===== config.mk =====
export PLATFORM = sky130hd
export DESIGN_NAME = scr_serial_channel
export DESIGN_NICKNAME = d
export VERILOG_FILES = /design/src/scr_pkg.sv /design/src/scr_serial_channel.sv
export SDC_FILE = /design/constraint.sdc
export NUM_CORES = 1
export LEC_CHECK = 0
export ABC_AREA = 1
export BUFFER_PORTS_ARGS = -buffer_cell sky130_fd_sc_hd__buf_2
export CORE_MARGIN = 10
export CORE_UTILIZATION = 60
export DETAILED_ROUTE_END_ITERATION = 16
export PLACE_DENSITY = 0.78
export SYNTH_ARGS = -nofsm -noshare
export SYNTH_HDL_FRONTEND = slang
export SYNTH_SLANG_ARGS = --single-unit

===== constraint.sdc =====
create_clock -name sys_clk_i -period 2.6 [get_ports sys_clk_i]
set_input_delay 0.52 -clock sys_clk_i [delete_from_list [all_inputs] [get_ports sys_clk_i]]
set_output_delay 0.52 -clock sys_clk_i [all_outputs]
set_load 0.03 [all_outputs]

===== src/scr_pkg.sv =====
package scr_pkg;
  // ==========================================================
  // Register indices (byte address = 4 * index)
  localparam logic [5:0] SCR_IDX_MODE = 6'h14;
  localparam logic [5:0] SCR_IDX_CTRL = 6'h15;
  localparam logic [5:0] SCR_IDX_STATUS = 6'h16;
  localparam logic [5:0] SCR_IDX_DATA = 6'h17;
  localparam logic [5:0] SCR_IDX_CNT_LO = 6'h18;
  localparam logic [5:0] SCR_IDX_CNT_HI = 6'h19;
  localparam logic [5:0] SCR_IDX_LOAD = 6'h1A;
  localparam logic [5:0] SCR_IDX_IRQ = 6'h1B;
  // ==========================================================
  // Serial control fields
  localparam int SCR_CTL_TX_EN = 7;
  localparam int SCR_CTL_RX_EN = 6;
  localparam int SCR_CTL_TX_SR = 5;
  localparam int SCR_CTL_RX_SR = 4;
  localparam int SCR_CTL_PAR_EN = 3;
  localparam int SCR_CTL_PAR_ODD = 2;
  // ==========================================================
  // Serial status fields
  localparam int SCR_ST_RX_FULL = 0;
  localparam int SCR_ST_OVERRUN = 1;
  localparam int SCR_ST_PAR_ERR = 2;
  localparam int SCR_ST_FRM_ERR = 3;
  localparam int SCR_ST_WAKEUP = 4;
  localparam int SCR_ST_EOT = 5;
  localparam int SCR_ST_TX_EMPTY = 6;
  localparam int SCR_ST_UNDERRUN = 7;
  // ==========================================================
  // Flag register fields
  localparam int SCR_IRQ_RX_IE = 0;
  localparam int SCR_IRQ_TX_IE = 1;
  localparam int SCR_IRQ_UF = 4;
  localparam int SCR_IRQ_RX = 6;
  localparam int SCR_IRQ_TX = 7;
  // ==========================================================
  // Reset values and timing counts
  localparam logic [7:0] SCR_CTRL_RST = 8'h00;
  localparam logic [1:0] SCR_MODE_RST = 2'h0;
  localparam logic [1:0] SCR_MODE_INTERVAL = 2'h0;
  localparam logic [15:0] SCR_LATCH_RST = 16'hFFFF;
  localparam logic [3:0] SCR_TX_PH_LAST = 4'hF;
  localparam logic [3:0] SCR_TX_PH_HALF = 4'h8;
  localparam logic [2:0] SCR_RX_HALF = 3'h3;
  localparam logic [2:0] SCR_RX_CENTRE = 3'h7;
  localparam logic [6:0] SCR_IDLE_ONES = 7'h4F;
  localparam logic [3:0] SCR_SR_BITS = 4'h8;
  localparam logic [3:0] SCR_MIN_CHAR = 4'h5;
  typedef enum logic [1:0] {SCR_RX_IDLE, SCR_RX_START, SCR_RX_DATA, SCR_RX_STOP} scr_rx_t;
endpackage


===== src/scr_serial_channel.sv =====
`timescale 1ns/10ps
`default_nettype none
module scr_serial_channel (
  // Clock and reset
  input wire logic sys_clk_i,
  input wire logic rstn_i,
  // Avalon-MM slave
  input wire logic [7:0] avs_address_i,
  input wire logic avs_read_i,
  input wire logic avs_write_i,
  input wire logic [31:0] avs_writedata_i,
  input wire logic [3:0] avs_byteenable_i,
  output logic [31:0] avs_readdata_o,
  output logic avs_waitrequest_o,
  // Serial pins
  input wire logic rxd_i,
  output logic txd_o,
  input wire logic counter_a_pin_i,
  output logic counter_a_pin_o,
  output logic counter_a_pin_oe_o,
  // Interrupt request
  output logic irq_o
);
  import scr_pkg::*;

  typedef struct packed {
    logic [1:0] rxd_s;
    logic [1:0] ca_s;
    logic ca_d;
    logic rxd_d;
    logic [7:0] ctrl;
    logic [1:0] mode;
    logic [1:0] ie;
    logic [15:0] cnt;
    logic [15:0] latch;
    logic uf_flag;
    logic sub_ph;
    logic [3:0] tx_ph;
    logic [7:0] tx_data;
    logic [11:0] tx_sh;
    logic [3:0] tx_bits;
    logic tx_busy;
    logic txd;
    logic ca_o;
    logic ca_oe;
    logic [7:0] st;
    scr_rx_t rx_state;
    logic [2:0] rx_sub;
    logic [3:0] rx_bits;
    logic [8:0] rx_sh;
    logic [7:0] rx_data;
    logic [6:0] rx_ones;
    logic wait_r;
    logic [7:0] rdata;
    logic irq;
  } scr_state_t;

  scr_state_t s_r;
  scr_state_t s_nxt;

  // ==========================================================
  // Frame builders
  function automatic logic [7:0] scr_mask(input logic [1:0] len);
    logic [7:0] m;
    m = 8'hFF >> (2'h3 - len);
    return m;
  endfunction

  // ==========================================================
  // Next state
  always_comb begin
    logic [5:0] idx;
    logic acc;
    logic wr;
    logic rd;
    logic uf;
    logic sub;
    logic bit_end;
    logic tx_en;
    logic rx_en;
    logic load;
    logic [3:0] nbits;
    logic [7:0] d;
    logic done;
    logic perr;
    logic ferr;
    logic [7:0] rdat;
    logic rx_irq;
    logic tx_irq;
    idx = avs_address_i[7:2];
    acc = avs_read_i | avs_write_i;
    wr = avs_write_i & ~s_r.wait_r & avs_byteenable_i[0];
    rd = avs_read_i & ~s_r.wait_r;
    tx_en = s_r.ctrl[SCR_CTL_TX_EN];
    rx_en = s_r.ctrl[SCR_CTL_RX_EN];
    nbits = SCR_MIN_CHAR + {2'h0, s_r.ctrl[1:0]};
    rx_irq = rx_en & (|s_r.st[3:0]);
    tx_irq = tx_en & s_r.st[SCR_ST_TX_EMPTY] & (s_r.st[SCR_ST_EOT] | s_r.st[SCR_ST_UNDERRUN]);
    sub = 1'b0;
    bit_end = 1'b0;
    rdat = 8'h00;
    uf = 1'b0;
    load = 1'b0;
    done = 1'b0;
    perr = 1'b0;
    ferr = 1'b0;
    d = 8'h00;
    s_nxt = s_r;
    s_nxt.rxd_s = {s_r.rxd_s[0], rxd_i};
    s_nxt.ca_s = {s_r.ca_s[0], counter_a_pin_i};
    s_nxt.ca_d = s_r.ca_s[1];
    s_nxt.rxd_d = s_r.rxd_s[1];

    // ----------------------------------------------------
    // Rate counter
    if (tx_en | (rx_en & ~s_r.ctrl[SCR_CTL_RX_SR])) begin
      s_nxt.mode = SCR_MODE_INTERVAL;
    end
    if (s_r.mode == SCR_MODE_INTERVAL) begin
      if (s_r.cnt == 16'h0000) begin
        s_nxt.cnt = s_r.latch;
        uf = 1'b1;
      end else begin
        s_nxt.cnt = s_r.cnt - 16'h0001;
      end
    end
    sub = uf & s_r.sub_ph;
    if (uf) begin
      s_nxt.sub_ph = ~s_r.sub_ph;
      s_nxt.tx_ph = s_r.tx_ph + 4'h1;
    end
    bit_end = uf & (s_r.tx_ph == SCR_TX_PH_LAST);

    // ----------------------------------------------------
    // Register writes
    if (wr) begin
      case (idx)
        SCR_IDX_MODE: s_nxt.mode = avs_writedata_i[1:0];
        SCR_IDX_CTRL: s_nxt.ctrl = avs_writedata_i[7:0];
        SCR_IDX_STATUS: begin
          if (avs_writedata_i[SCR_ST_WAKEUP]) begin
            s_nxt.st[SCR_ST_WAKEUP] = 1'b1;
          end
          if (avs_writedata_i[SCR_ST_EOT]) begin
            s_nxt.st[SCR_ST_EOT] = 1'b1;
          end
        end
        SCR_IDX_DATA: begin
          s_nxt.tx_data = avs_writedata_i[7:0];
          s_nxt.st[SCR_ST_EOT] = 1'b0;
          s_nxt.st[SCR_ST_TX_EMPTY] = 1'b0;
        end
        SCR_IDX_CNT_LO: s_nxt.latch[7:0] = avs_writedata_i[7:0];
        SCR_IDX_CNT_HI: s_nxt.latch[15:8] = avs_writedata_i[7:0];
        SCR_IDX_LOAD: begin
          s_nxt.latch[15:8] = avs_writedata_i[7:0];
          s_nxt.cnt = {avs_writedata_i[7:0], s_r.latch[7:0]};
          s_nxt.uf_flag = 1'b0;
        end
        SCR_IDX_IRQ: s_nxt.ie = avs_writedata_i[1:0];
        default: begin
        end
      endcase
    end
    if (rd && idx == SCR_IDX_CNT_LO) begin
      s_nxt.uf_flag = 1'b0;
    end
    if (rd && idx == SCR_IDX_DATA) begin
      s_nxt.st[3:0] = 4'h0;
    end
    // Underflow set after the clears so a coincident event is kept
    if (uf) begin
      s_nxt.uf_flag = 1'b1;
    end

    // ----------------------------------------------------
    // Transmitter
    if (tx_en) begin
      if (!s_r.tx_busy) begin
        load = ~s_r.st[SCR_ST_TX_EMPTY];
        s_nxt.txd = 1'b1;
        s_nxt.ca_o = 1'b1;
        if (load) begin
          s_nxt.tx_ph = 4'h0;
        end
      end else if (bit_end) begin
        if (s_r.tx_bits > 4'h1) begin
          s_nxt.tx_sh = {1'b1, s_r.tx_sh[11:1]};
          s_nxt.txd = s_r.tx_sh[1];
          s_nxt.tx_bits = s_r.tx_bits - 4'h1;
        end else if (!s_r.st[SCR_ST_TX_EMPTY]) begin
          load = 1'b1;
        end else begin
          s_nxt.tx_busy = 1'b0;
          s_nxt.txd = 1'b1;
          s_nxt.ca_o = 1'b1;
          s_nxt.st[SCR_ST_UNDERRUN] = 1'b1;
        end
      end
      if (load) begin
        d = s_r.tx_data;
        s_nxt.tx_busy = 1'b1;
        s_nxt.st[SCR_ST_TX_EMPTY] = 1'b1;
        s_nxt.st[SCR_ST_UNDERRUN] = 1'b0;
        if (s_r.ctrl[SCR_CTL_TX_SR]) begin
          s_nxt.tx_sh = {4'hF, d};
          s_nxt.tx_bits = SCR_SR_BITS;
          s_nxt.txd = d[0];
        end else begin
          d = d & scr_mask(s_r.ctrl[1:0]);
          s_nxt.tx_sh = {3'h7, d, 1'b0} | ~({3'h0, scr_mask(s_r.ctrl[1:0]), 1'b1});
          if (s_r.ctrl[SCR_CTL_PAR_EN]) begin
            s_nxt.tx_sh[nbits + 4'h1] = (^d) ^ s_r.ctrl[SCR_CTL_PAR_ODD];
          end
          // Either one parity plus one stop or two stops: same length
          s_nxt.tx_bits = nbits + 4'h3;
          s_nxt.txd = 1'b0;
        end
      end
      if (s_r.ctrl[SCR_CTL_TX_SR] && s_nxt.tx_busy) begin
        s_nxt.ca_o = (s_nxt.tx_ph >= SCR_TX_PH_HALF);
      end
      s_nxt.ca_oe = s_r.ctrl[SCR_CTL_TX_SR];
    end else begin
      s_nxt.tx_busy = 1'b0;
      s_nxt.txd = 1'b1;
      s_nxt.ca_o = 1'b1;
      s_nxt.ca_oe = 1'b0;
    end

    // ----------------------------------------------------
    // Receiver
    if (!rx_en) begin
      s_nxt.rx_state = SCR_RX_IDLE;
      s_nxt.rx_bits = 4'h0;
    end else if (s_r.ctrl[SCR_CTL_RX_SR]) begin
      s_nxt.rx_state = SCR_RX_IDLE;
      // Remote clock is slow enough for a synchronised edge detect
      if (s_r.ca_s[1] && !s_r.ca_d) begin
        s_nxt.rx_sh[s_r.rx_bits[2:0]] = s_r.rxd_s[1];
        s_nxt.rx_bits = s_r.rx_bits + 4'h1;
        if (s_r.rx_bits == 4'h7) begin
          s_nxt.rx_bits = 4'h0;
          done = 1'b1;
          d = {s_r.rxd_s[1], s_r.rx_sh[6:0]};
        end
      end
    end else begin
      if (sub) begin
        if (!s_r.rxd_s[1]) begin
          s_nxt.rx_ones = 7'h00;
        end else if (s_r.rx_ones == SCR_IDLE_ONES) begin
          s_nxt.rx_ones = 7'h00;
          s_nxt.st[SCR_ST_WAKEUP] = 1'b0;
        end else begin
          s_nxt.rx_ones = s_r.rx_ones + 7'h01;
        end
      end
      case (s_r.rx_state)
        SCR_RX_IDLE: begin
          // Start needs a falling edge: a low stop slot must not restart reception
          if (!s_r.rxd_s[1] && s_r.rxd_d) begin
            s_nxt.rx_state = SCR_RX_START;
            s_nxt.rx_sub = 3'h0;
          end
        end
        SCR_RX_START: begin
          if (sub) begin
            if (s_r.rxd_s[1]) begin
              s_nxt.rx_state = SCR_RX_IDLE;
            end else if (s_r.rx_sub == SCR_RX_HALF) begin
              s_nxt.rx_state = SCR_RX_DATA;
              s_nxt.rx_sub = 3'h0;
              s_nxt.rx_bits = 4'h0;
              s_nxt.rx_sh = 9'h000;
            end else begin
              s_nxt.rx_sub = s_r.rx_sub + 3'h1;
            end
          end
        end
        SCR_RX_DATA: begin
          if (sub) begin
            s_nxt.rx_sub = s_r.rx_sub + 3'h1;
            if (s_r.rx_sub == SCR_RX_CENTRE) begin
              s_nxt.rx_sh[s_r.rx_bits] = s_r.rxd_s[1];
              s_nxt.rx_bits = s_r.rx_bits + 4'h1;
              if (s_r.rx_bits + 4'h1 == nbits + {3'h0, s_r.ctrl[SCR_CTL_PAR_EN]}) begin
                s_nxt.rx_state = SCR_RX_STOP;
              end
            end
          end
        end
        SCR_RX_STOP: begin
          if (sub) begin
            s_nxt.rx_sub = s_r.rx_sub + 3'h1;
            if (s_r.rx_sub == SCR_RX_CENTRE) begin
              s_nxt.rx_state = SCR_RX_IDLE;
              s_nxt.rx_bits = 4'h0;
              done = 1'b1;
              d = s_r.rx_sh[7:0] & scr_mask(s_r.ctrl[1:0]);
              ferr = ~s_r.rxd_s[1];
              if (s_r.ctrl[SCR_CTL_PAR_EN]) begin
                perr = s_r.rx_sh[nbits] ^ (^d) ^ s_r.ctrl[SCR_CTL_PAR_ODD];
              end
            end
          end
        end
        default: s_nxt.rx_state = SCR_RX_IDLE;
      endcase
    end
    // Transfer into the data register; wake-up keeps status quiet
    if (done && !s_r.st[SCR_ST_WAKEUP]) begin
      s_nxt.rx_data = d;
      if (s_r.st[SCR_ST_RX_FULL]) begin
        s_nxt.st[SCR_ST_OVERRUN] = 1'b1;
      end
      if (perr) begin
        s_nxt.st[SCR_ST_PAR_ERR] = 1'b1;
      end
      if (ferr) begin
        s_nxt.st[SCR_ST_FRM_ERR] = 1'b1;
      end
      if (!perr && !ferr) begin
        s_nxt.st[SCR_ST_RX_FULL] = 1'b1;
      end
    end

    // ----------------------------------------------------
    // Flags and bus answer
    s_nxt.irq = (rx_irq & s_r.ie[SCR_IRQ_RX_IE]) | (tx_irq & s_r.ie[SCR_IRQ_TX_IE]);
    case (idx)
      SCR_IDX_MODE: rdat = {6'h00, s_r.mode};
      SCR_IDX_CTRL: rdat = s_r.ctrl;
      SCR_IDX_STATUS: begin
        rdat = s_r.st;
        // End-of-transmission hides empty until an under-run
        rdat[SCR_ST_TX_EMPTY] = s_r.st[SCR_ST_TX_EMPTY] &
          (~s_r.st[SCR_ST_EOT] | s_r.st[SCR_ST_UNDERRUN]);
      end
      SCR_IDX_DATA: rdat = s_r.rx_data;
      SCR_IDX_CNT_LO: rdat = s_r.cnt[7:0];
      SCR_IDX_CNT_HI: rdat = s_r.cnt[15:8];
      SCR_IDX_IRQ: begin
        rdat = {6'h00, s_r.ie};
        rdat[SCR_IRQ_UF] = s_r.uf_flag;
        rdat[SCR_IRQ_RX] = rx_irq;
        rdat[SCR_IRQ_TX] = tx_irq;
      end
      default: rdat = 8'h00;
    endcase
    // One wait cycle, then a single-cycle acknowledge
    s_nxt.wait_r = ~(acc & s_r.wait_r);
    if (acc && s_r.wait_r) begin
      s_nxt.rdata = avs_read_i ? rdat : 8'h00;
    end
  end

  // ==========================================================
  // State register
  always_ff @(posedge sys_clk_i or negedge rstn_i) begin
    if (!rstn_i) begin
      s_r <= '0;
      s_r.ctrl <= SCR_CTRL_RST;
      s_r.mode <= SCR_MODE_RST;
      s_r.latch <= SCR_LATCH_RST;
      s_r.cnt <= SCR_LATCH_RST;
      s_r.st <= 8'h00;
      s_r.st[SCR_ST_TX_EMPTY] <= 1'b1;
      s_r.rx_state <= SCR_RX_IDLE;
      s_r.txd <= 1'b1;
      s_r.ca_o <= 1'b1;
      s_r.wait_r <= 1'b1;
    end else begin
      s_r <= s_nxt;
    end
  end

  assign avs_readdata_o = {24'h000000, s_r.rdata};
  assign avs_waitrequest_o = s_r.wait_r;
  assign txd_o = s_r.txd;
  assign counter_a_pin_o = s_r.ca_o;
  assign counter_a_pin_oe_o = s_r.ca_oe;
  assign irq_o = s_r.irq;
endmodule
`default_nettype wire


# [Yosys cells after proc, flatten, opt, wreduce, memory -nomap -nowiden]
# Index checks and enable logic that the tools add are counted.
[word_totals] output_inout_bits=37 word_cells=309 inputBits=50 reg_bits=135
[classes] n_mux=128 n_eq_ne=50 n_shift=1 n_addsub=11 n_reduce_logical=46 magnitude_cmp=9 bitwise_logic=32
[ops] operator="8-bit two-way mux" count=13
[ops] operator="16-bit two-way mux" count=6
[ops] operator="18-bit two-way mux" count=4
[ops] operator="8-bit one-hot mux with 7 select lines" count=1
[ops] operator="1-bit two-way mux" count=55
[ops] operator="13-bit two-way mux" count=4
[ops] operator="6-bit by 5-bit == test with 1-bit output, second input constant" count=8
[ops] operator="4-bit two-way mux" count=11
[ops] operator="37-bit two-way mux" count=1
[ops] operator="4-bit inequality test, second input constant" count=9
[ops] operator="2-bit two-way mux" count=12
[ops] operator="5-bit one-hot mux with 4 select lines" count=1
[ops] operator="19-bit two-way mux" count=1
[ops] operator="9-bit bitwise mux" count=2
[ops] operator="9-bit one-hot mux with 2 select lines" count=1
[ops] operator="17-bit two-way mux" count=1
[ops] operator="8-bit bitwise AND" count=2
[ops] operator="16-bit logical NOT" count=1
[ops] operator="8-bit AND reduction" count=2
[ops] operator="8-bit parity" count=2
[ops] operator="16-bit by 1-bit subtractor with 16-bit output, second input constant" count=1
[ops] operator="4-bit by 5-bit less-than comparator with 1-bit output, second input constant" count=3
[ops] operator="3-bit inequality test, second input constant" count=5
[ops] operator="7-bit two-way mux" count=2
[ops] operator="60 further kinds" count=129

# [Depth between registers and ports, before layout]
# Gate-level depths: netlist (run 1).
[depth] word_depth=16 ltp_mapped=17 mapped_depth_nobuf=16

# [Worst setup path before layout (run 1)]
# OpenSTA, ideal clock, no wires.
[synth_timing] path_kind="reg-to-reg" startpoint="register s_r[121] in the netlist's numbering" endpoint="register s_r[41] in the netlist's numbering" arrival_time_ns=2.218 n_path_buf=1 setup_ns=0.117 slack_ns=0.264 required_time_ns=2.483 path_stages_with_launch=14 cell_sequence="dfrtp_1 -> clkbuf_1 -> inv_1 -> ha_1 -> fa_1 -> xor2_1 -> nor2_1 -> o211ai_1 -> nand2_1 -> nand2_1 -> nand2_1 -> nand3_1 -> nand2_1 -> nand2_1"
[synth_between] elab_chain_len=5
[synth_lines] element="start: declaration" line="scr_serial_channel.sv:58" source="scr_state_t s_r;"
[synth_lines] element="start signal: assignment" line="scr_serial_channel.sv:374" source="s_r <= s_nxt;"
[synth_lines] element="3-bit by 2-bit adder with 4-bit output" line="scr_serial_channel.sv:96" source="nbits = SCR_MIN_CHAR + {2'h0, s_r.ctrl[1:0]};"
[synth_lines] element="4-bit by 1-bit adder with 4-bit output" line="scr_serial_channel.sv:287" source="if (s_r.rx_bits + 4'h1 == nbits + {3'h0, s_r.ctrl[SCR_CTL_PAR_EN]}) begin"
[synth_lines] element="4-bit == test" line="scr_serial_channel.sv:287"
[synth_lines] element="4-bit inequality test (no line)"
[synth_lines] element="8-bit AND reduction (no line)"
# No other way between the ends.
# A chain may end at the register's enable or synchronous reset.

# [Final worst setup path (run 1)]
[layout_timing] startpoint="register s_r[101] in the netlist's numbering" endpoint="register s_r[60] in the netlist's numbering"
[layout_between] elab_chain_len=9 word_cells_on_any_way=13 classes_between="eq/ne: 3; mux: 7; bitwise: 1; reduce/logical: 2"
[layout_lines] element="16-bit logical NOT (*)" line="scr_serial_channel.sv:120" source="if (s_r.cnt == 16'h0000) begin"
[layout_lines] element="1-bit two-way mux (*)" line="scr_serial_channel.sv:120"
[layout_lines] element="1-bit two-way mux (*)" line="scr_serial_channel.sv:119" source="if (s_r.mode == SCR_MODE_INTERVAL) begin"
[layout_lines] element="1-bit bitwise AND (*)" line="scr_serial_channel.sv:132" source="bit_end = uf & (s_r.tx_ph == SCR_TX_PH_LAST);"
[layout_lines] element="1-bit two-way mux" line="scr_serial_channel.sv:186" source="end else if (bit_end) begin"
[layout_lines] element="1-bit two-way mux" line="scr_serial_channel.sv:179" source="if (!s_r.tx_busy) begin"
[layout_lines] element="1-bit two-way mux" line="scr_serial_channel.sv:178" source="if (tx_en) begin"
[layout_lines] element="3-bit by 1-bit inequality test with 1-bit output (no line) (tied with other cells)"
[layout_lines] element="4-bit AND reduction (no line) or 18-bit two-way mux (tied branches)"
# Every way passes the cells marked *; elsewhere a longest branch is shown, timed or not. The select of a mux whose other input is x is not followed.

==> flow_summary.json, run 1 <==
{
  "synth_top_area_frac": 0.2886,
  "hpwl_mm": 16.02,
  "drv_slew": 0,
  "post-synth-top-count-cell": "nand2_1",
  "die_h_um": 139,
  "worstMarginPinSlew_ns": 1.162,
  "hold_violations": 0,
  "vias_per_cell": 5.653,
  "cellLeakagePower_nw": 4.514,
  "start_kind": "register",
  "num-nets-final": 1236,
  "wl_per_cell_um": 16.13,
  "post_cts_resized": 0,
  "syn2layout_area_growth_pct": 9.203,
  "p_total_mw": 5.928,
  "die_w_um": 139,
  "avgSynthCellArea_um2": 7.560,
  "fin_crit_sh": 0.8983,
  "layout.cells.non_filler": 1350,
  "cts-buffers-inserted": 17,
  "initial_core_util": 0.6121,
  "rows": 43,
  "drt_wl_total_mm": 21.77,
  "async_flop_share": 1.000,
  "synthCells": 1124,
  "clk_path_buf_depth": 2,
  "grt-ovfl-total": 0,
  "place_ws_ns": 0.2306,
  "drc": 0,
  "core_um2": 13880,
  "drv_cap": 0,
  "rsz0062_at_grt": "no",
  "place_inst": 1318,
  "ctsHoldBuffers": 0,
  "grt.total_usage": 0.2221,
  "critical_path.endpoint_type": "register",
  "reg2reg_from": "s_r[101]$_DFF_PN1_",
  "clock_skew_ns": 0.009439,
  "max_freq_mhz": 428.2,
  "dieArea_um2": 19320,
  "grt_first_pass_wirelength_mm": 35.42,
  "clock_latency_ns": 0.43,
  "crit_fanout": 18,
  "ant_nets": 0,
  "outcome": "finished clean",
  "reg2reg_setup_slack_ns": 0.26,
  "dpl_cell_area_um2": 8741,
  "drtPass1Iterations": 8,
  "htreeDepth": 4,
  "ys_top_cells_by_area": "dfrtp_1, nand2_1, dfstp_2",
  "timing.rr.end": "s_r[60]$_DFFE_PN0P_",
  "syn-cell-area_um2": 8497,
  "synth_ff_type": "dfrtp_1",
  "crit_type": "reg2reg",
  "p_per_area_nw_per_um2": 638.9,
  "cts_root_buf": "clkbuf_16",
  "crit_start": "s_r[101]$_DFF_PN1_",
  "yosysSeqAreaShare": 0.3999,
  "fin_hold_ws_ns": 0.06189,
  "grt_start_max_net_pins": 63,
  "min_path_type": "in2async",
  "cts_setup_buffers": 0,
  "synth_edf_count": 0,
  "rr_worst_depth": 11,
  "gp_congestion": 0.9880,
  "ys_warn_count": 0,
  "drt-initial-drc-count": 697,
  "utilization": 0.6685,
  "period_minus_slack_ns": 2.336,
  "clkTransAtPathRegs_ns": 0.06,
  "design_area_um2": 9279,
  "ys_seq_elements": 134,
  "yosys.area.top_type": "dfrtp_1",
  "grt_pass1_vias": 7109,
  "setup_viol": 0,
  "ios": 87,
  "fin_ws_ns": 0.2644,
  "relSlewSlack": 0.2204,
  "clock_sinks": 134,
  "antenna_found_initial": 0,
  "layout-drive-gt1-share": 0.1376,
  "fin_tns_setup_ns": 0,
  "io_buffers": 33,
  "cp.arrival_ns": 2.69,
  "vias": 7632,
  "n_antenna_cell": 0,
  "ys_types": 55,
  "synth_top_cells_by_count": "nand2_1, inv_1, o21ai_0, dfrtp_1, nor2_1",
  "ir_worst_vdd_v": 0.0006375,
  "cts_tree": "built",
  "worstPathRequired_ns": 2.95
}
## state kept, by name, indices dropped and copies added (netlist names)
| name | count |
|---|---|
| s_nxt | 4 |
| counter_a_pin_oe_o | 1 |
| counter_a_pin_o | 1 |
| avs_readdata_o | 8 |
| irq_o | 1 |
| avs_waitrequest_o | 1 |
| s_r | 117 |
| txd_o | 1 |
## worst max path at each step
stage,endpoint,depth (start not counted)
after floorplan,s_r[41]$_DFFE_PN0P_,13
after global placement,s_r[100]$_DFFE_PN1P_,10
after detailed placement,s_r[93]$_DFFE_PN1P_,9
after CTS,s_r[60]$_DFFE_PN0P_,11
after global routing,s_r[69]$_DFFE_PN0P_,15
final,s_r[60]$_DFFE_PN0P_,11
## worst max-delay path: stages, from the launching register on
cell     delay [ns]
dfstp_2        0.39
inv_1          0.12
ha_1           0.22
nand2_1        0.08
nor2_2         0.11
nand2_2        0.09
nor2_8         0.31
nand4_2        0.15
nand2_1        0.35
buf_4          0.20
a21oi_1        0.07
a21oi_1        0.15
## cell usage in the layout (no fill, tap or decap), drive strengths merged, types with 2 or more instances in the layout
cell      Yosys  layout
dfstp        36      36
or2           4       4
clkinvlp      0       4
nand2       286     286
o31ai         2       2
nor2        103     103
ha           28      28
o22ai        17      17
a221oi        9       9
nand3b        2       2
nor4          2       2
a211oi        4       4
o21ai       121     121
conb          1      24
xor2         17      17
inv         138     140
clkinv        1       8
a22o          9       9
nand4        20      20
a21oi        47      47
o2111ai       3       3
nor3b         3       3
nand3        73      73
dfrtp        98      98
a22oi         6       6
nor3         13      13
o211ai        8       8
clkbuf       15      19
buf          43      49
xnor2         7       7
## layer usage
metal	share of wire	track usage	vias up
met5	0	0	-
met4	0.026	0.08292	0
met3	0.070	0.05171	43
met2	0.48	0.3602	274
met1	0.43	0.2818	3587
li1	-	-	3728
## kinds of logic after synthesis
family / count (synthesis) / share of synthesized area
DFF: 134 / 0.3999
AOI/OAI and AO/OA: 231 / 0.1568
other: 1 / 0.0004413
and+or+nand+nor: 508 / 0.2693
xor gates and xnor gates: 24 / 0.02474
buffers and inverters: 197 / 0.1051
adders and majority gates: 29 / 0.04359
## area by class of cell
type | instances | area [um^2]
clock inverter | 13 | 103.9
inverter | 139 | 521.8
clock buffer | 19 | 432.9
multi-input combinational | 816 | 4292
fill | 1208 | 4602
sequential | 134 | 3400
tap | 180 | 225.2
timing repair buffer | 49 | 304.0
## where the power goes
part	internal (mW)	total, mW	switching (mW)
registers	2.40	2.68	0.282
logic	0.360	1.05	0.692
clock network	1.23	2.20	0.971
total	3.98	5.93	1.95
Power figures use the tool's default switching activity.
==> run 2, diff against run 1 <==
Settings changed: CORE_UTILIZATION 60 to 54, PLACE_DENSITY 0.78 to 0.74.
Clock period 2.6 ns to 2.1 ns, I/O delays scaled along.
==> run 2 against run 1 <==
Die area is 9.5% higher. Combinational power is 40% higher. Worst setup slack worse by 0.26 ns. Critical path depth is 2 higher. Non-clock buffer count is 49 higher. Clock skew is 0.00093 ns lower. Sequential cell count stayed put. Clock power is 36% higher. Cell area is 7.1% higher. Fmax is 11% higher. Sequential power is 24% higher. Highest routed layer unchanged.
==> flow_summary.json, run 2 (same netlist as run 1, synthesis figures left out) <==
{
  "clock_skew_ns": 0.008505,
  "grt_start_max_net_pins": 54,
  "wl_per_cell_um": 15.99,
  "p_per_area_nw_per_um2": 781.7,
  "vias": 7878,
  "htreeDepth": 4,
  "gp_congestion": 0.9659,
  "grt-ovfl-total": 0,
  "critical_path.endpoint_type": "register",
  "grt.total_usage": 0.2137,
  "fin_ws_ns": 0.002293,
  "num-nets-final": 1287,
  "regMostFlops": "s_r",
  "clock_latency_ns": 0.43,
  "grt_pass1_vias": 7346,
  "dieArea_um2": 21150,
  "cellLeakagePower_nw": 4.833,
  "clk_path_buf_depth": 2,
  "crit_type": "reg2reg",
  "cp.arrival_ns": 2.47,
  "fin_tns_setup_ns": 0,
  "hp-start": "counter_a_pin_i",
  "cp_slowest_stage_delay_ns": 0.38,
  "ant_nets": 0,
  "multi_input_area_um2": 4433,
  "drc": 0,
  "crit_start": "s_r[102]$_DFF_PN1_",
  "worstPathRequired_ns": 2.47,
  "die_h_um": 145.4,
  "drt_wl_total_mm": 22.89,
  "place_inst": 1388,
  "relSlewSlack": 0.2351,
  "rsz0062_at_grt": "yes",
  "fill_cells": 1331,
  "crit_fanout": 5,
  "antenna_found_initial": 0,
  "slowest_stage": "dfstp_2",
  "drt-initial-drc-count": 697,
  "outcome": "finished clean",
  "drv_cap": 0,
  "cpLargestDelayFamily": "simple AND/OR/NAND/NOR gates",
  "rows": 45,
  "start_kind": "register",
  "core_um2": 15310,
  "syn2layout_area_growth_pct": 16.98,
  "reg2reg_from": "s_r[102]$_DFF_PN1_",
  "cts_root_buf": "clkbuf_16",
  "clock_sinks": 134,
  "min_path_type": "in2reg",
  "initial_core_util": 0.5548,
  "setup_viol": 0,
  "final_cell_mix": "nand2_1, inv_1, o21ai_0, dfrtp_1, nor2_1",
  "ios": 87,
  "final_common_cell": "nand2_1",
  "max_freq_mhz": 476.7,
  "path_buf_inv": 2,
  "drv_slew": 0,
  "io_buffers": 33,
  "fin_hold_ws_ns": 0.09276,
  "hold_violations": 0,
  "largest_reg_flops": 117,
  "hpwl_mm": 16.96,
  "ir_worst_vdd_v": 0.0006104,
  "vias_per_cell": 5.501,
  "layout-drive-gt1-share": 0.1908,
  "drtPass1Iterations": 6,
  "worstMarginPinSlew_ns": 1.140,
  "cts_tree": "built",
  "regArea_um2": 3401,
  "n_antenna_cell": 0,
  "period_minus_slack_ns": 2.098,
  "cts-buffers-inserted": 17,
  "layout.cells.non_filler": 1432,
  "path_cells": "inv_2 > ha_4 > nand3_4 > nor2_4 > nand3_4 > nor3_4 > nand2_2 > nand2_4 > buf_4 > nand2_2 > a21oi_1 > nand2_1 > nand2_1",
  "die_w_um": 145.4,
  "fin_crit_sh": 0.9989,
  "clkTransAtPathRegs_ns": 0.06,
  "place_ws_ns": -0.02629,
  "grt_first_pass_wirelength_mm": 37.45,
  "utilization": 0.6490
}
[run 2: what timing repair did]
action                                  4_1_cts  5_1_grt
setup buffers                                 0       10
gates cloned                                  0        2
hold buffers                                  1        0
pin swaps                                     1       15
endpoints found under the setup margin        9       48
gates resized for setup                       2       37
endpoints found under the hold margin        36        0
[run 2: power by group]
| group | internal [mW] | total (mW) | switching [mW] |
|---|---|---|---|
| Combinational | 0.549 | 1.47 | 0.920 |
| Sequential | 2.97 | 3.31 | 0.339 |
| Clock | 1.82 | 2.99 | 1.17 |
[run 2: worst register-to-register path, stage by stage (launching register included)]
cell and delay, ns:
dfstp_2 0.38, inv_2 0.09, ha_4 0.17, nand3_4 0.08, nor2_4 0.18, nand3_4 0.15
nor3_4 0.26, nand2_2 0.13, nand2_4 0.12, buf_4 0.13, nand2_2 0.07, a21oi_1 0.13
nand2_1 0.07, nand2_1 0.06
[run 2: per-stage QoR]
stage               total power, mW  area [um^2]
detailed placement            4.650         9111
finish                        7.769         9940
global placement              4.619         9111
CTS                           7.657         9713
global route                  8.121         9940
floorplan                     4.204         8594
[run 2: area by class of cell]
class                      count  share of cell area
clock buffer                  22             0.04670
clock inverter                10             0.01246
inverter                     139             0.05325
multi-input combinational    817              0.4460
sequential                   134              0.3421
tap                          211             0.02656
timing repair buffer          98             0.07238
timing repair inverter         1           0.0005035
[run 2: worst paths after layout]
path / slack [ns] / cells past startpoint / end
worst max-delay path: 0.002 / 13 / s_r[43]$_DFF_PN0_
worst min-delay path: 0.09 / 1 / s_nxt[132]$_DFF_PN0_
worst max register to register: 0.002 / 13 / s_r[43]$_DFF_PN0_
worst min register to register: 0.35 / 0 / s_nxt[130]$_DFF_PN0_
max in group asynchronous: 0.95 / 3 / counter_a_pin_o$_DFFE_PN1P_
min in group asynchronous: 0.47 / 2 / avs_readdata_o[6]$_DFFE_PN0P_
[run 2: per-layer routing]
metal / track usage / routed length (um)
met1: 0.2765 / 9903
met2: 0.3531 / 11040
met3: 0.04067 / 1434
met4: 0.06724 / 511
met5: 0 / 0
==> run 3, diff against run 2 <==
Settings changed: CELL_PAD_IN_SITES_DETAIL_PLACEMENT set to 0, CELL_PAD_IN_SITES_GLOBAL_PLACEMENT set to 2, CORE_UTILIZATION 54 to 35, PLACE_DENSITY 0.74 to 0.78.
Clock period 2.1 ns to 2.2 ns, I/O delays scaled along.
==> run 3 against run 2 <==
Cell area is 0.87% higher. Combinational power is 3% higher. Register-to-register slack better by 0.12 ns. Cell count is 7.8% higher. Worst setup slack better by 0.12 ns. Fmax is 1.0% higher. Sequential power is 5% lower. Critical path depth is 1 lower. Utilization is 23 points lower. Non-clock buffer count is 6 higher. Sequential share of layout area is 0.29 points lower. Via count is 4.0% lower. Largest power group unchanged.
==> flow_summary.json, run 3 (same netlist as run 1, synthesis figures left out) <==
{
  "clock_sinks": 134,
  "hold_end": "s_nxt[134]$_DFF_PN0_",
  "cp.arrival_ns": 2.39,
  "regArea_um2": 3401,
  "wl_per_cell_um": 16.80,
  "outcome": "finished clean",
  "grt_start_max_net_pins": 49,
  "syn2layout_area_growth_pct": 17.99,
  "clk_path_buf_depth": 2,
  "switching_share": 0.3223,
  "comb_power_share": 0.204,
  "grt.total_usage": 0.1699,
  "reg2reg_setup_slack_ns": 0.12,
  "ant_nets": 0,
  "rr_worst_depth": 12,
  "design_area_um2": 10030,
  "fin_crit_sh": 0.9440,
  "worstMarginPinSlew_ns": 0.6096,
  "power_frac_seq": 0.422,
  "start_kind": "register",
  "clkTransAtPathRegs_ns": 0.06,
  "p_total_mw": 7.413,
  "dieArea_um2": 30910,
  "vias": 7561,
  "period_minus_slack_ns": 2.077,
  "fin_ws_ns": 0.1231,
  "cts_root_buf": "clkbuf_16",
  "relSlewSlack": 0.5909,
  "min_path_type": "in2reg",
  "p_per_area_nw_per_um2": 739.4,
  "dpl_cell_area_um2": 9285,
  "grt-ovfl-total": 0,
  "timing.rr.end": "s_r[18]$_DFFE_PN0N_",
  "multi_input_area_um2": 4392,
  "drc": 0,
  "reg2reg_from": "s_r[103]$_DFF_PN1_",
  "core_um2": 23680,
  "regMostFlops": "s_r",
  "ios": 87,
  "initial_core_util": 0.3588,
  "p_clk_frac": 0.374,
  "place_ws_ns": 0.08189,
  "clock_skew_ns": 0.01250,
  "drv_cap": 0,
  "drtPass1Iterations": 5,
  "layout-drive-gt1-share": 0.1935,
  "largest_reg_flops": 117,
  "hpwl_mm": 19.85,
  "die_h_um": 175.8,
  "io_buffers": 33,
  "p_int_mw": 5.024,
  "final_common_cell": "nand2_1",
  "ir_worst_vdd_v": 0.0003880,
  "rsz0062_at_grt": "yes",
  "cellLeakagePower_nw": 4.811,
  "final_cell_mix": "nand2_1, inv_1, o21ai_0, dfrtp_1, nor2_1",
  "vias_per_cell": 4.897,
  "hold_violations": 0,
  "crit_fanout": 10,
  "setup_viol": 0,
  "clock_latency_ns": 0.43,
  "fin_hold_ws_ns": 0.1195,
  "worstPathRequired_ns": 2.51,
  "hold_depth": 1,
  "num-nets-final": 1292,
  "antenna_found_initial": 0,
  "switching_power_mw": 2.390,
  "drt-initial-drc-count": 477,
  "critical_path.endpoint_type": "register",
  "grt_pass1_vias": 7614,
  "drv_slew": 0,
  "htreeDepth": 4,
  "n_antenna_cell": 0,
  "grt_first_pass_wirelength_mm": 41.79,
  "max_freq_mhz": 481.5,
  "fill_cells": 2572,
  "drt_wl_total_mm": 25.94,
  "rows": 56,
  "die_w_um": 175.8,
  "cts_tree": "built",
  "hp-start": "rxd_i",
  "crit_type": "reg2reg",
  "gp_congestion": 0.8699,
  "cts-buffers-inserted": 17
}
## run 3: cell count changes in the layout (fill, tap and decap cells not counted), moves of 3 or more
cell / delta
inv_2: -5
inv_1: +5
buf_4: +8
ha_4: -3
## run 3: per-layer routing
metal / wire (um) / vias to the layer above / track usage
met5: 0 / - / 0
met4: 489 / 0 / 0.05687
met3: 825 / 29 / 0.02509
met2: 12350 / 145 / 0.2761
met1: 12270 / 3551 / 0.2259
li1: - / 3836 / -
## run 3: worst max-delay path by stage
stage | cells after the start | to | slack (ns) | start
after floorplan | 13 | s_r[41]$_DFFE_PN0P_ | 0.01 | s_r[121]$_DFFE_PN0P_
after global placement | 13 | s_r[23]$_DFFE_PN0N_ | 0.1 | s_r[101]$_DFF_PN1_
after detailed placement | 13 | s_r[21]$_DFFE_PN0N_ | 0.08 | s_r[101]$_DFF_PN1_
after CTS | 13 | s_r[21]$_DFFE_PN0N_ | 0.07 | s_r[101]$_DFF_PN1_
after global routing | 12 | s_r[62]$_DFFE_PN0P_ | -0.01 | s_r[101]$_DFF_PN1_
final | 12 | s_r[18]$_DFFE_PN0N_ | 0.12 | s_r[103]$_DFF_PN1_
## run 3: timing repair
| item | CTS | global route |
|---|---|---|
| endpoints found under the setup margin | 0 | 39 |
| gates resized for setup | 0 | 34 |
| hold endpoints to repair | 31 | 0 |
| setup buffers | 0 | 8 |
| hold buffers | 1 | 0 |
## run 3: metrics by stage
step                        util  setup TNS (ns)  std cells
after floorplan                -               0       1147
after global placement    0.3921               0       1503
after detailed placement  0.3921               0       1503
after CTS                 0.4160               0       1535
after global routing      0.4233        -0.03211       1544
final                     0.4233               0       1544
## run 3: power by group through the flow
stage	clock [mW]	combinational (mW)	sequential [mW]
global route	2.94	1.70	3.16
detailed placement	0	1.46	3.15
global placement	0	1.44	3.15
finish	2.78	1.51	3.13
floorplan	0	0.939	3.07
CTS	2.85	1.46	3.12
## run 3: final cells by class
type,instances,share of cell area
clock buffers,20,0.04555
repair buffers,104,0.07463
well taps,319,0.03981
clock inverters,11,0.009984
multi-input cells,817,0.4380
flip-flops and latches,134,0.3392
inverters,139,0.05279
## run 3: worst max-delay path, cell delays in order, from the launching register on
cell     delay (ns)
dfstp_2        0.41
nor2_4         0.11
buf_4          0.12
nand2_1        0.08
nor2_4         0.18
nand3_4        0.17
nor3_4         0.25
nand2_2        0.12
nand2_2        0.09
nand2_4        0.10
or2_0          0.22
o21ai_1        0.07
inv_1          0.04
